**src/rtl/sz_defs.svh**
```systemverilog
// Purpose: constants of the serial port zero block
// Assumes: byte-wide special-function-register access
// Notes:   offsets, field positions, reset values, timing counts
`ifndef SZ_DEFS_SVH
`define SZ_DEFS_SVH

`define SZ_CTRL_ADDR      8'h98
`define SZ_BUF_ADDR       8'h99
`define SZ_CTRL_RESET     8'h00
`define SZ_BUF_RESET      8'h00
`define SZ_UNMAPPED_READ  8'h00

// control register field positions
`define SZ_MODE_HI_BIT    7
`define SZ_MODE_MID_BIT   6
`define SZ_MODE_LOW_BIT   5
`define SZ_RX_EN_BIT      4
`define SZ_TX_NINTH_BIT   3
`define SZ_RX_NINTH_BIT   2
`define SZ_TXC_BIT        1
`define SZ_RXC_BIT        0

// timing: peripheral clocks per bit, oversample ticks per bit, bits per frame
`define SZ_M0_SLOW_PCLK   8'h0c
`define SZ_M0_FAST_PCLK   8'h04
`define SZ_M2_SLOW_PCLK   8'h40
`define SZ_M2_FAST_PCLK   8'h20
`define SZ_OVERSAMPLE     8'h10
`define SZ_SAMPLE_POINT   8'h08
`define SZ_DATA_BITS      8'h08
`define SZ_FRAME_SHORT    8'h0a
`define SZ_FRAME_LONG     8'h0b

`endif

```
**src/rtl/sz_pkg.sv**
```systemverilog
// Purpose: types of the serial port zero block
// Assumes: nothing
// Notes:   state codes are one-hot
package sz_pkg;
   typedef logic [7:0] sz_byte_type;
   typedef enum logic [1:0] {
      SZ_TX_IDLE = 2'b01,
      SZ_TX_SEND = 2'b10
   } sz_tx_state_type;
   typedef enum logic [1:0] {
      SZ_RX_IDLE = 2'b01,
      SZ_RX_RECV = 2'b10
   } sz_rx_state_type;
   typedef enum logic [1:0] {
      SZ_SY_IDLE = 2'b01,
      SZ_SY_RUN  = 2'b10
   } sz_sy_state_type;
endpackage

```
**src/rtl/sz_sync.sv**
```systemverilog
// Purpose: three-stage synchroniser with agreement filter
// Assumes: input is asynchronous to clk_in
// Notes:   level changes only when stages two and three agree
`timescale 1ns/10ps
module sz_sync (
   input  wire logic clk_in,
   input  wire logic arst_n_in,
   input  wire logic pin_in,
   output logic      level_out
);
   logic stage1;
   logic stage2;
   logic stage3;
   logic next_level;

   always_comb begin
      next_level = level_out;
      if (stage2 == stage3) begin
         next_level = stage3;
      end
   end

   // line idles high, so reset to one
   always_ff @(posedge clk_in or negedge arst_n_in) begin
      if (!arst_n_in) begin
         stage1    <= 1'b1;
         stage2    <= 1'b1;
         stage3    <= 1'b1;
         level_out <= 1'b1;
      end else begin
         stage1    <= pin_in;
         stage2    <= stage1;
         stage3    <= stage2;
         level_out <= next_level;
      end
   end
endmodule // sz_sync

```
**src/rtl/sz_tick.sv**
```systemverilog
// Purpose: oversample tick for the asynchronous modes
// Assumes: timer ticks are one-cycle pulses on clk_in at 16x bit rate
// Notes:   no tick while the peripheral clock is stopped
`timescale 1ns/10ps
`include "sz_defs.svh"
module sz_tick (
   input  wire logic clk_in,
   input  wire logic arst_n_in,
   input  wire logic run_in,
   input  wire logic mode_hi_in,
   input  wire logic mode_mid_in,
   input  wire logic mode_low_in,
   input  wire logic baud_double_in,
   input  wire logic timer1_tick_in,
   input  wire logic timer2_tick_in,
   input  wire logic timer2_select_in,
   output logic      tick_out
);
   import sz_pkg::*;
   logic [3:0] div_cnt;
   logic [3:0] next_div_cnt;
   logic [3:0] div_last;
   logic       next_tick;
   logic       use_t2;

   always_comb begin
      next_div_cnt = 4'h0;
      next_tick    = 1'b0;
      div_last     = baud_double_in ?
         4'(`SZ_M2_FAST_PCLK / `SZ_OVERSAMPLE - 8'h01) :
         4'(`SZ_M2_SLOW_PCLK / `SZ_OVERSAMPLE - 8'h01);
      use_t2 = timer2_select_in & ~(~mode_hi_in & mode_low_in);
      if (run_in) begin
         if (mode_hi_in && !mode_mid_in) begin
            if (div_cnt == div_last) begin
               next_tick = 1'b1;
            end else begin
               next_div_cnt = div_cnt + 4'h1;
            end
         end else if (mode_mid_in) begin
            next_tick = use_t2 ? timer2_tick_in : timer1_tick_in;
         end
      end
   end

   always_ff @(posedge clk_in or negedge arst_n_in) begin
      if (!arst_n_in) begin
         div_cnt  <= 4'h0;
         tick_out <= 1'b0;
      end else begin
         div_cnt  <= next_div_cnt;
         tick_out <= next_tick;
      end
   end
endmodule // sz_tick

```
**src/rtl/sz_uart.sv**
```systemverilog
// Purpose: serial port zero, synchronous and asynchronous modes
// Assumes: byte register port on clk_in; idle_in stops the port
// Notes:   asynchronous modes sample 16 times per bit, LSB first
// Summary of operation
// - the upper two bits of the three-bit mode field select the mode; modes 1-3 frame data with one start and one stop bit.
// - mode 0 shifts 8 bits at 12 or 4 clocks per bit, mode 2 runs at 64 or 32 clocks per bit.
// - modes 1 and 3 time bits from timer 1 or 2 by a select input; mode 1 with valid stop uses timer 1.
// - the port only advances while the device is not idle.
// - mode 1 with the low mode bit set raises receive complete only on a valid stop bit.
// - modes 2 and 3 with multiprocessor set do not raise receive complete when the ninth bit is 0.
// - receive enable clear stops asynchronous reception, not a mode 0 receive; set enables it, and in mode 0 setting starts a receive.
// - modes 2 and 3 send the transmit ninth bit as the ninth data bit.
// - the receive ninth bit takes the ninth bit in modes 2 and 3 and the stop bit in mode 1.
// - transmit complete sets after the eighth bit in mode 0, after the last data bit otherwise.
// - receive complete sets after bit 8 in mode 0, the stop sample in mode 1, the ninth bit in 2 and 3.
// - one data address: writes load transmit, reads return the receive buffer.
`timescale 1ns/10ps
`include "sz_defs.svh"
module sz_uart (
   input  wire logic                clk_in,
   input  wire logic                arst_n_in,
   input  wire logic [7:0]          sfr_addr_in,
   input  wire logic                sfr_wr_in,
   input  wire logic                sfr_rd_in,
   input  wire sz_pkg::sz_byte_type sfr_wdata_in,
   output sz_pkg::sz_byte_type      sfr_rdata_out,
   input  wire logic                idle_in,
   input  wire logic                baud_double_in,
   input  wire logic                timer1_tick_in,
   input  wire logic                timer2_tick_in,
   input  wire logic                timer2_baud_select_in,
   input  wire logic                intr_enable_in,
   input  wire logic                rxd_in,
   output logic                     rxd_out,
   output logic                     rxd_oe_out,
   output logic                     txd_out,
   output logic                     intr_out
);
   import sz_pkg::*;

   sz_byte_type     ctrl, next_ctrl;
   sz_byte_type     rx_buf, next_rx_buf;
   sz_byte_type     next_rdata;
   sz_tx_state_type tx_state, next_tx_state;
   logic [10:0]     tx_shift, next_tx_shift;
   logic [3:0]      tx_bits, next_tx_bits;
   logic [3:0]      tx_os, next_tx_os;
   sz_rx_state_type rx_state, next_rx_state;
   sz_byte_type     rx_data, next_rx_data;
   logic [3:0]      rx_os, next_rx_os;
   logic [3:0]      rx_idx, next_rx_idx;
   logic            rx_prev, next_rx_prev;
   sz_sy_state_type sy_state, next_sy_state;
   logic            sy_dir_tx, next_sy_dir_tx;
   sz_byte_type     sy_shift, next_sy_shift;
   logic [2:0]      sy_cnt, next_sy_cnt;
   logic [3:0]      sy_ph, next_sy_ph;
   logic [3:0]      sy_last;
   logic [3:0]      sy_half;
   logic            next_txd;
   logic            next_rxd;
   logic            next_rxd_oe;
   logic            next_intr;
   logic            rxd_s;
   logic            sample_tick;
   logic            run;
   logic            wr_ctrl;
   logic            wr_buf;
   logic            busy;
   logic            is_m0;
   logic            nine;
   logic            ti_set;
   logic            ri_set;
   logic            rx_bit;

   sz_sync u_rxd_sync (
      .clk_in    (clk_in),
      .arst_n_in (arst_n_in),
      .pin_in    (rxd_in),
      .level_out (rxd_s)
   );

   sz_tick u_tick (
      .clk_in           (clk_in),
      .arst_n_in        (arst_n_in),
      .run_in           (run),
      .mode_hi_in       (ctrl[`SZ_MODE_HI_BIT]),
      .mode_mid_in      (ctrl[`SZ_MODE_MID_BIT]),
      .mode_low_in      (ctrl[`SZ_MODE_LOW_BIT]),
      .baud_double_in   (baud_double_in),
      .timer1_tick_in   (timer1_tick_in),
      .timer2_tick_in   (timer2_tick_in),
      .timer2_select_in (timer2_baud_select_in),
      .tick_out         (sample_tick)
   );

   always_comb begin
      run     = ~idle_in;
      wr_ctrl = sfr_wr_in && (sfr_addr_in == `SZ_CTRL_ADDR);
      wr_buf  = sfr_wr_in && (sfr_addr_in == `SZ_BUF_ADDR);
      is_m0   = ~ctrl[`SZ_MODE_HI_BIT] & ~ctrl[`SZ_MODE_MID_BIT];
      nine    = ctrl[`SZ_MODE_HI_BIT];
      busy    = (tx_state != SZ_TX_IDLE) || (sy_state != SZ_SY_IDLE);
      sy_last = ctrl[`SZ_MODE_LOW_BIT] ?
         4'(`SZ_M0_FAST_PCLK - 8'h01) : 4'(`SZ_M0_SLOW_PCLK - 8'h01);
      sy_half = 4'((sy_last + 4'h1) >> 1);
      rx_bit  = rxd_s;

      next_ctrl     = ctrl;
      next_rx_buf   = rx_buf;
      ti_set        = 1'b0;
      ri_set        = 1'b0;
      next_tx_state = tx_state;
      next_tx_shift = tx_shift;
      next_tx_bits  = tx_bits;
      next_tx_os    = tx_os;
      next_rx_state = rx_state;
      next_rx_data  = rx_data;
      next_rx_os    = rx_os;
      next_rx_idx   = rx_idx;
      next_rx_prev  = sample_tick ? rxd_s : rx_prev;
      next_sy_state = sy_state;
      next_sy_dir_tx = sy_dir_tx;
      next_sy_shift = sy_shift;
      next_sy_cnt   = sy_cnt;
      next_sy_ph    = sy_ph;
      if (wr_ctrl) begin
         next_ctrl = sfr_wdata_in;
      end

      // asynchronous transmitter
      case (tx_state)
         SZ_TX_IDLE: begin
            if (wr_buf && !busy && !is_m0) begin
               next_tx_state = SZ_TX_SEND;
               next_tx_os    = 4'h0;
               next_tx_shift = nine ?
                  {1'b1, ctrl[`SZ_TX_NINTH_BIT], sfr_wdata_in, 1'b0} :
                  {2'b11, sfr_wdata_in, 1'b0};
               next_tx_bits  = nine ? 4'(`SZ_FRAME_LONG) :
                                      4'(`SZ_FRAME_SHORT);
            end
         end
         SZ_TX_SEND: begin
            if (sample_tick) begin
               next_tx_os = tx_os + 4'h1;
               if (tx_os == 4'(`SZ_OVERSAMPLE - 8'h01)) begin
                  next_tx_shift = {1'b1, tx_shift[10:1]};
                  next_tx_bits  = tx_bits - 4'h1;
                  if (tx_bits == 4'h2) begin
                     ti_set = 1'b1;
                  end
                  if (tx_bits == 4'h1) begin
                     next_tx_state = SZ_TX_IDLE;
                  end
               end
            end
         end
         default: next_tx_state = SZ_TX_IDLE;
      endcase

      // mode zero shift engine, shared by both directions
      case (sy_state)
         SZ_SY_IDLE: begin
            next_sy_ph  = 4'h0;
            next_sy_cnt = 3'h0;
            if (wr_buf && !busy && is_m0) begin
               next_sy_state  = SZ_SY_RUN;
               next_sy_dir_tx = 1'b1;
               next_sy_shift  = sfr_wdata_in;
            end else if (wr_ctrl && !busy &&
                         !sfr_wdata_in[`SZ_MODE_HI_BIT] &&
                         !sfr_wdata_in[`SZ_MODE_MID_BIT] &&
                         sfr_wdata_in[`SZ_RX_EN_BIT] &&
                         !ctrl[`SZ_RX_EN_BIT]) begin
               // setting enable starts mode zero receive
               next_sy_state  = SZ_SY_RUN;
               next_sy_dir_tx = 1'b0;
            end
         end
         SZ_SY_RUN: begin
            if (run) begin
               next_sy_ph = sy_ph + 4'h1;
               if (sy_ph == sy_last) begin
                  next_sy_ph  = 4'h0;
                  next_sy_cnt = sy_cnt + 3'h1;
                  // rx_bit trails the pin by four clocks, so the level
                  // at the clock rise arrives here; too late at 4 clocks
                  if (sy_dir_tx) begin
                     next_sy_shift = {1'b1, sy_shift[7:1]};
                  end else begin
                     next_sy_shift = {rx_bit, sy_shift[7:1]};
                  end
                  if (sy_cnt == 3'h7) begin
                     next_sy_state = SZ_SY_IDLE;
                     if (sy_dir_tx) begin
                        ti_set = 1'b1;
                     end else begin
                        ri_set      = 1'b1;
                        next_rx_buf = next_sy_shift;
                     end
                  end
               end
            end
         end
         default: next_sy_state = SZ_SY_IDLE;
      endcase

      // asynchronous receiver
      case (rx_state)
         SZ_RX_IDLE: begin
            if (sample_tick && ctrl[`SZ_RX_EN_BIT] && !is_m0 &&
                rx_prev && !rxd_s) begin
               next_rx_state = SZ_RX_RECV;
               next_rx_os    = 4'h0;
               next_rx_idx   = 4'h0;
            end
         end
         SZ_RX_RECV: begin
            if (!ctrl[`SZ_RX_EN_BIT]) begin
               next_rx_state = SZ_RX_IDLE;
            end else if (sample_tick) begin
               next_rx_os = rx_os + 4'h1;
               if (rx_os == 4'(`SZ_SAMPLE_POINT - 8'h01)) begin
                  next_rx_idx = rx_idx + 4'h1;
                  if (rx_idx == 4'h0 && rx_bit) begin
                     // false start: glitch shorter than half a bit
                     next_rx_state = SZ_RX_IDLE;
                  end else if (rx_idx == 4'(`SZ_DATA_BITS + 8'h01)) begin
                     next_rx_state = SZ_RX_IDLE;
                     if (!ctrl[`SZ_MODE_LOW_BIT] || rx_bit) begin
                        ri_set      = 1'b1;
                        next_rx_buf = rx_data;
                        next_ctrl[`SZ_RX_NINTH_BIT] = rx_bit;
                     end
                  end else if (rx_idx != 4'h0) begin
                     next_rx_data = {rx_bit, rx_data[7:1]};
                  end
               end
            end
         end
         default: next_rx_state = SZ_RX_IDLE;
      endcase

      next_ctrl[`SZ_TXC_BIT] = next_ctrl[`SZ_TXC_BIT] | ti_set;
      next_ctrl[`SZ_RXC_BIT] = next_ctrl[`SZ_RXC_BIT] | ri_set;

      next_rdata = sfr_rdata_out;
      if (sfr_rd_in) begin
         if (sfr_addr_in == `SZ_CTRL_ADDR) begin
            next_rdata = ctrl;
         end else if (sfr_addr_in == `SZ_BUF_ADDR) begin
            next_rdata = rx_buf;
         end else begin
            next_rdata = `SZ_UNMAPPED_READ;
         end
      end

      if (is_m0) begin
         next_txd = (sy_state == SZ_SY_RUN) ? (sy_ph >= sy_half) : 1'b1;
      end else begin
         next_txd = (tx_state == SZ_TX_SEND) ? tx_shift[0] : 1'b1;
      end
      next_rxd    = sy_shift[0];
      next_rxd_oe = (sy_state == SZ_SY_RUN) && sy_dir_tx;
      next_intr = intr_enable_in &
                  (ctrl[`SZ_TXC_BIT] | ctrl[`SZ_RXC_BIT]);
   end

   always_ff @(posedge clk_in or negedge arst_n_in) begin
      if (!arst_n_in) begin
         ctrl          <= `SZ_CTRL_RESET;
         rx_buf        <= `SZ_BUF_RESET;
         sfr_rdata_out <= 8'h00;
         tx_state      <= SZ_TX_IDLE;
         tx_shift      <= 11'h7ff;
         tx_bits       <= 4'h0;
         tx_os         <= 4'h0;
         rx_state      <= SZ_RX_IDLE;
         rx_data       <= 8'h00;
         rx_os         <= 4'h0;
         rx_idx        <= 4'h0;
         rx_prev       <= 1'b1;
         sy_state      <= SZ_SY_IDLE;
         sy_dir_tx     <= 1'b0;
         sy_shift      <= 8'hff;
         sy_cnt        <= 3'h0;
         sy_ph         <= 4'h0;
         txd_out       <= 1'b1;
         rxd_out       <= 1'b1;
         rxd_oe_out    <= 1'b0;
         intr_out      <= 1'b0;
      end else begin
         ctrl          <= next_ctrl;
         rx_buf        <= next_rx_buf;
         sfr_rdata_out <= next_rdata;
         tx_state      <= next_tx_state;
         tx_shift      <= next_tx_shift;
         tx_bits       <= next_tx_bits;
         tx_os         <= next_tx_os;
         rx_state      <= next_rx_state;
         rx_data       <= next_rx_data;
         rx_os         <= next_rx_os;
         rx_idx        <= next_rx_idx;
         rx_prev       <= next_rx_prev;
         sy_state      <= next_sy_state;
         sy_dir_tx     <= next_sy_dir_tx;
         sy_shift      <= next_sy_shift;
         sy_cnt        <= next_sy_cnt;
         sy_ph         <= next_sy_ph;
         txd_out       <= next_txd;
         rxd_out       <= next_rxd;
         rxd_oe_out    <= next_rxd_oe;
         intr_out      <= next_intr;
      end
   end
endmodule // sz_uart

```
**config.mk**
```make
export PLATFORM = sky130hd
export DESIGN_NAME = sz_uart
export DESIGN_NICKNAME = d
export VERILOG_FILES = /design/src/rtl/sz_pkg.sv /design/src/rtl/sz_sync.sv /design/src/rtl/sz_tick.sv /design/src/rtl/sz_uart.sv
export VERILOG_INCLUDE_DIRS = /design/src /design/src/rtl
export SDC_FILE = /design/constraint.sdc
export NUM_CORES = 1
export LEC_CHECK = 0
export BUFFER_PORTS_ARGS = -buffer_cell sky130_fd_sc_hd__buf_2
export CAP_MARGIN = 10
export CORE_MARGIN = 5
export CORE_UTILIZATION = 30
export CTS_CLUSTER_DIAMETER = 200
export DETAILED_ROUTE_END_ITERATION = 7
export PLACE_DENSITY = 0.49
export RECOVER_POWER = 100
export SLEW_MARGIN = 25
export SYNTH_ARGS = -nofsm -noshare
export SYNTH_HDL_FRONTEND = slang
export SYNTH_SLANG_ARGS = --single-unit
```
**constraint.sdc**
```tcl
create_clock -name clk_in -period 3.1 [get_ports clk_in]
set_clock_uncertainty 0.15 [all_clocks]
set_input_delay 0 -clock clk_in [delete_from_list [all_inputs] [get_ports clk_in]]
set_output_delay 0 -clock clk_in [all_outputs]
set_load 0.01 [all_outputs]
```
==> results by group <==
Outcome
  – Outcome: finished, violations left
  – Failing checks: capacitance limit, slew limit

Floorplan
  – Die width: 135 µm
  – Placeable Area: 15300 µm²
  – Die Ht: 135 µm
  – Initial Util: 30.7%
  – Std-Cell Rows: 45
  – Area of the die: 18200 µm²
  – IO Pins: 39

Setup path
  – Cell family with most CP delay: simple AND/OR/NAND/NOR gates
  – Count of buffer and inverter cells on the critical path: 0
  – WP data arrival: 2690 ps
  – Startpoint types: register
  – Crit path required time: 3180 ps
  – Highest-delay cell along the critical path: nor3_1
  – Critical path type: reg2reg
  – Max stage delay on crit path: 830 ps
  – Crit-path cells: ha_1 -> nand4b_4 -> or2_4 -> nor3_1 -> mux2_2
  – CP Capture Type: register
  – Max Fanout on Critical Path: 8

Timing
  – Fin. Hold Viols: 0
  – Slew of the pin with the lowest slew margin: 1980 ps
  – Setup-failing EPs final: 0
  – RSZ-0062 raised after global routing: no
  – Hold slack: 132 ps
  – Slew margin rel.: -31.7%
  – Period utilisation layout: 84.2%
  – Setup TNS: 0 ps
  – Fmax: 383 MHz
  – Min Tclk post-route: 2610 ps
  – Final Slew Violations: 80

Run
  – Max Cap Violations: 1

Clock tree
  – CTS tree: built
  – CTS root buf: clkbuf_16
  – Clock Pin Slew Worst Setup and Hold Paths: 60 ps
  – Postcts setup bufs: 0
  – Clock Tree Buf Depth: 2
  – Clock Latency Late Sink: 350 ps
  – CTS Sinks: 94
  – CTS Buf Count: 9
  – H-tree lvl count: 3

Global route
  – Total grt overflow: 0
  – Total track usage: 12.5%
  – Vias in the first global route: 3383
  – Pin count of the biggest net entering global routing: 80
  – Initial antenna violation count: 0
  – First-pass GRT wire length: 17900 µm

Route
  – DRT Pass-1 Iters: 4
  – 1st-iter DRT viols: 127
  – DRC violations left: 0
  – Post-DRT Antenna Nets: 0
  – Total Wirelength: 10800 µm
  – Wire per inst: 15.6 µm
  – Via/cell ratio: 4.72
  – Vias post-DR: 3269

Logic synthesis
  – Syn_nets: 463
  – Post-synthesis cell type count: 60
  – Synth Register Bits: 94
  – Share of the synthesized area in the top cell type: 35.2%
  – Post-synth ARST share: 100%
  – Synth Cell Area: 4690 µm²
  – Cells after synthesis: 422
  – Synth top area cells: dfrtp_1, dfstp_2, mux2_2, nand2_1, ha_1
  – Post-synthesis sequential area ratio: 50.9%
  – Area leader, netlist: dfrtp_1
  – Yosys warning total: 0
  – Avg Inst Size Synth: 11.1 µm²
  – Most used flip-flop cell after synthesis: dfrtp_1
  – Number of synthesized flops with an enable pin: 0

Power and ir drop
  – Leakage: 2.41 nW
  – Pwr Density: 448 nW/µm²
  – Peak supply drop: 0.253 mV

Placed design
  – DPL Wire Length: 7520 µm
  – PortBufs: 38
  – Final GP Congestion: 0.743

Layout
  – P&R area growth vs syn: 16.6%
  – Nets: 518
  – Layout cell share with drive strength beyond 1: 24.7%
  – Ant. Diodes: 0

Min path
  – Worst hold path type: in2reg
==> sequential cells by signal, summed over array words and instances, names as in the netlist, 8 cells and up <==
| signal | flops |
|---|---|
| sfr_rdata_out | 8 |
| rx_data | 8 |
| rx_buf | 8 |
| sy_shift | 8 |
| tx_shift | 10 |
| ctrl | 8 |
==> per-stage QoR <==
| stage | total power [mW] | util [%] | std cells | cell area, µm² | setup WS (ps) |
|---|---|---|---|---|---|
| after floorplan | 1.36 | - | 422 | 4690 | 1140 |
| after global placement | 1.44 | 33.5 | 659 | 5110 | 820 |
| after detailed placement | 1.44 | 33.5 | 659 | 5110 | 760 |
| after CTS | 2.51 | 36.4 | 693 | 5560 | 752 |
| after global routing | 2.56 | 35.8 | 693 | 5470 | 347 |
| final | 2.45 | 35.8 | 693 | 5470 | 491 |
==> what timing repair did <==
action                                 4_1_cts  5_1_grt
gates resized for setup                      0        0
endpoints found under the hold margin      107        0
hold buffers                                18        0
==> final timing paths <==
path | slack [ps] | cells after the start | from | endpoint
setup / recovery | 490 | 5 | rx_os[0]$_DFFE_PN0P_ | rx_data[3]$_DFFE_PN0P_
hold / removal | 130 | 4 | sfr_addr_in[5] | tx_bits[3]$_DFFE_PN0P_
setup reg to reg | 490 | 5 | rx_os[0]$_DFFE_PN0P_ | rx_data[3]$_DFFE_PN0P_
hold reg to reg | 210 | 0 | u_rxd_sync.stage1$_DFF_PN1_ | u_rxd_sync.stage2$_DFF_PN1_
max in group asynchronous | 890 | 3 | arst_n_in | rx_buf[2]$_DFF_PN0_
min in group asynchronous | 670 | 3 | arst_n_in | sy_cnt[0]$_DFFE_PN0P_
==> metal layers <==
layer	GRT usage [%]	vias to the layer above	wire length [µm]
met5	0	-	0
met4	3.47	0	131
met3	3.46	8	330
met2	19.5	36	5080
met1	17.0	1615	5250
li1	-	1610	-
==> worst reg2reg max path: stages, from the launching register on <==
cell	delay, ps
dfrtp_1	380
ha_1	240
nand4b_4	180
or2_4	280
nor3_1	830
mux2_2	430
==> where the power goes <==
group / internal [mW] / switching [mW] / leakage, nW
Sequential: 1.26 / 0.0249 / 1.12
Combinational: 0.0599 / 0.0762 / 1.17
Clock: 0.562 / 0.466 / 0.132
Total: 1.88 / 0.567 / 2.41
==> cells in the mapped netlist (11+ instances only) <==
cell type / instances
a21oi_1: 11
dfrtp_1: 66
dfstp_2: 28
ha_1: 14
inv_1: 16
mux2_2: 38
mux2i_1: 11
nand2_1: 47
nand3_1: 15
nor2_1: 33
o21ai_0: 22
==> final cells by class <==
class                           count  area, µm²
Inverter                           16       60.1
Clock inverter                      4       22.5
Timing Repair Buffer               61        389
Fill cell                        1526       9790
Tap cell                          211        264
Clock buffer                       12        246
Sequential cell                    94       2390
Multi-Input combinational cell    295       2100
==> cells by family after synthesis <==
| group | share of synthesized area [%] |
|---|---|
| buf+inv | 3.09 |
| compound gates | 10.2 |
| simple gates | 18.5 |
| mux | 11.5 |
| xor+xnor | 1.87 |
| flops | 50.9 |
| fa+ha+maj | 3.95 |
==> layout by cell type, fill, tap and decap left out, drive strengths merged, types with 11 or more instances in the layout <==
cell type	netlist	layout
ha	14	14
clkbuf	8	27
dfstp	28	28
a21oi	11	11
inv	16	16
o21ai	22	22
dlygate4sd3	0	18
nand3	15	15
mux2	38	38
buf	9	28
nor2	33	33
nand2	47	47
mux2i	11	11
dfrtp	66	66
Note: power is estimated with default switching activity, not from simulation.
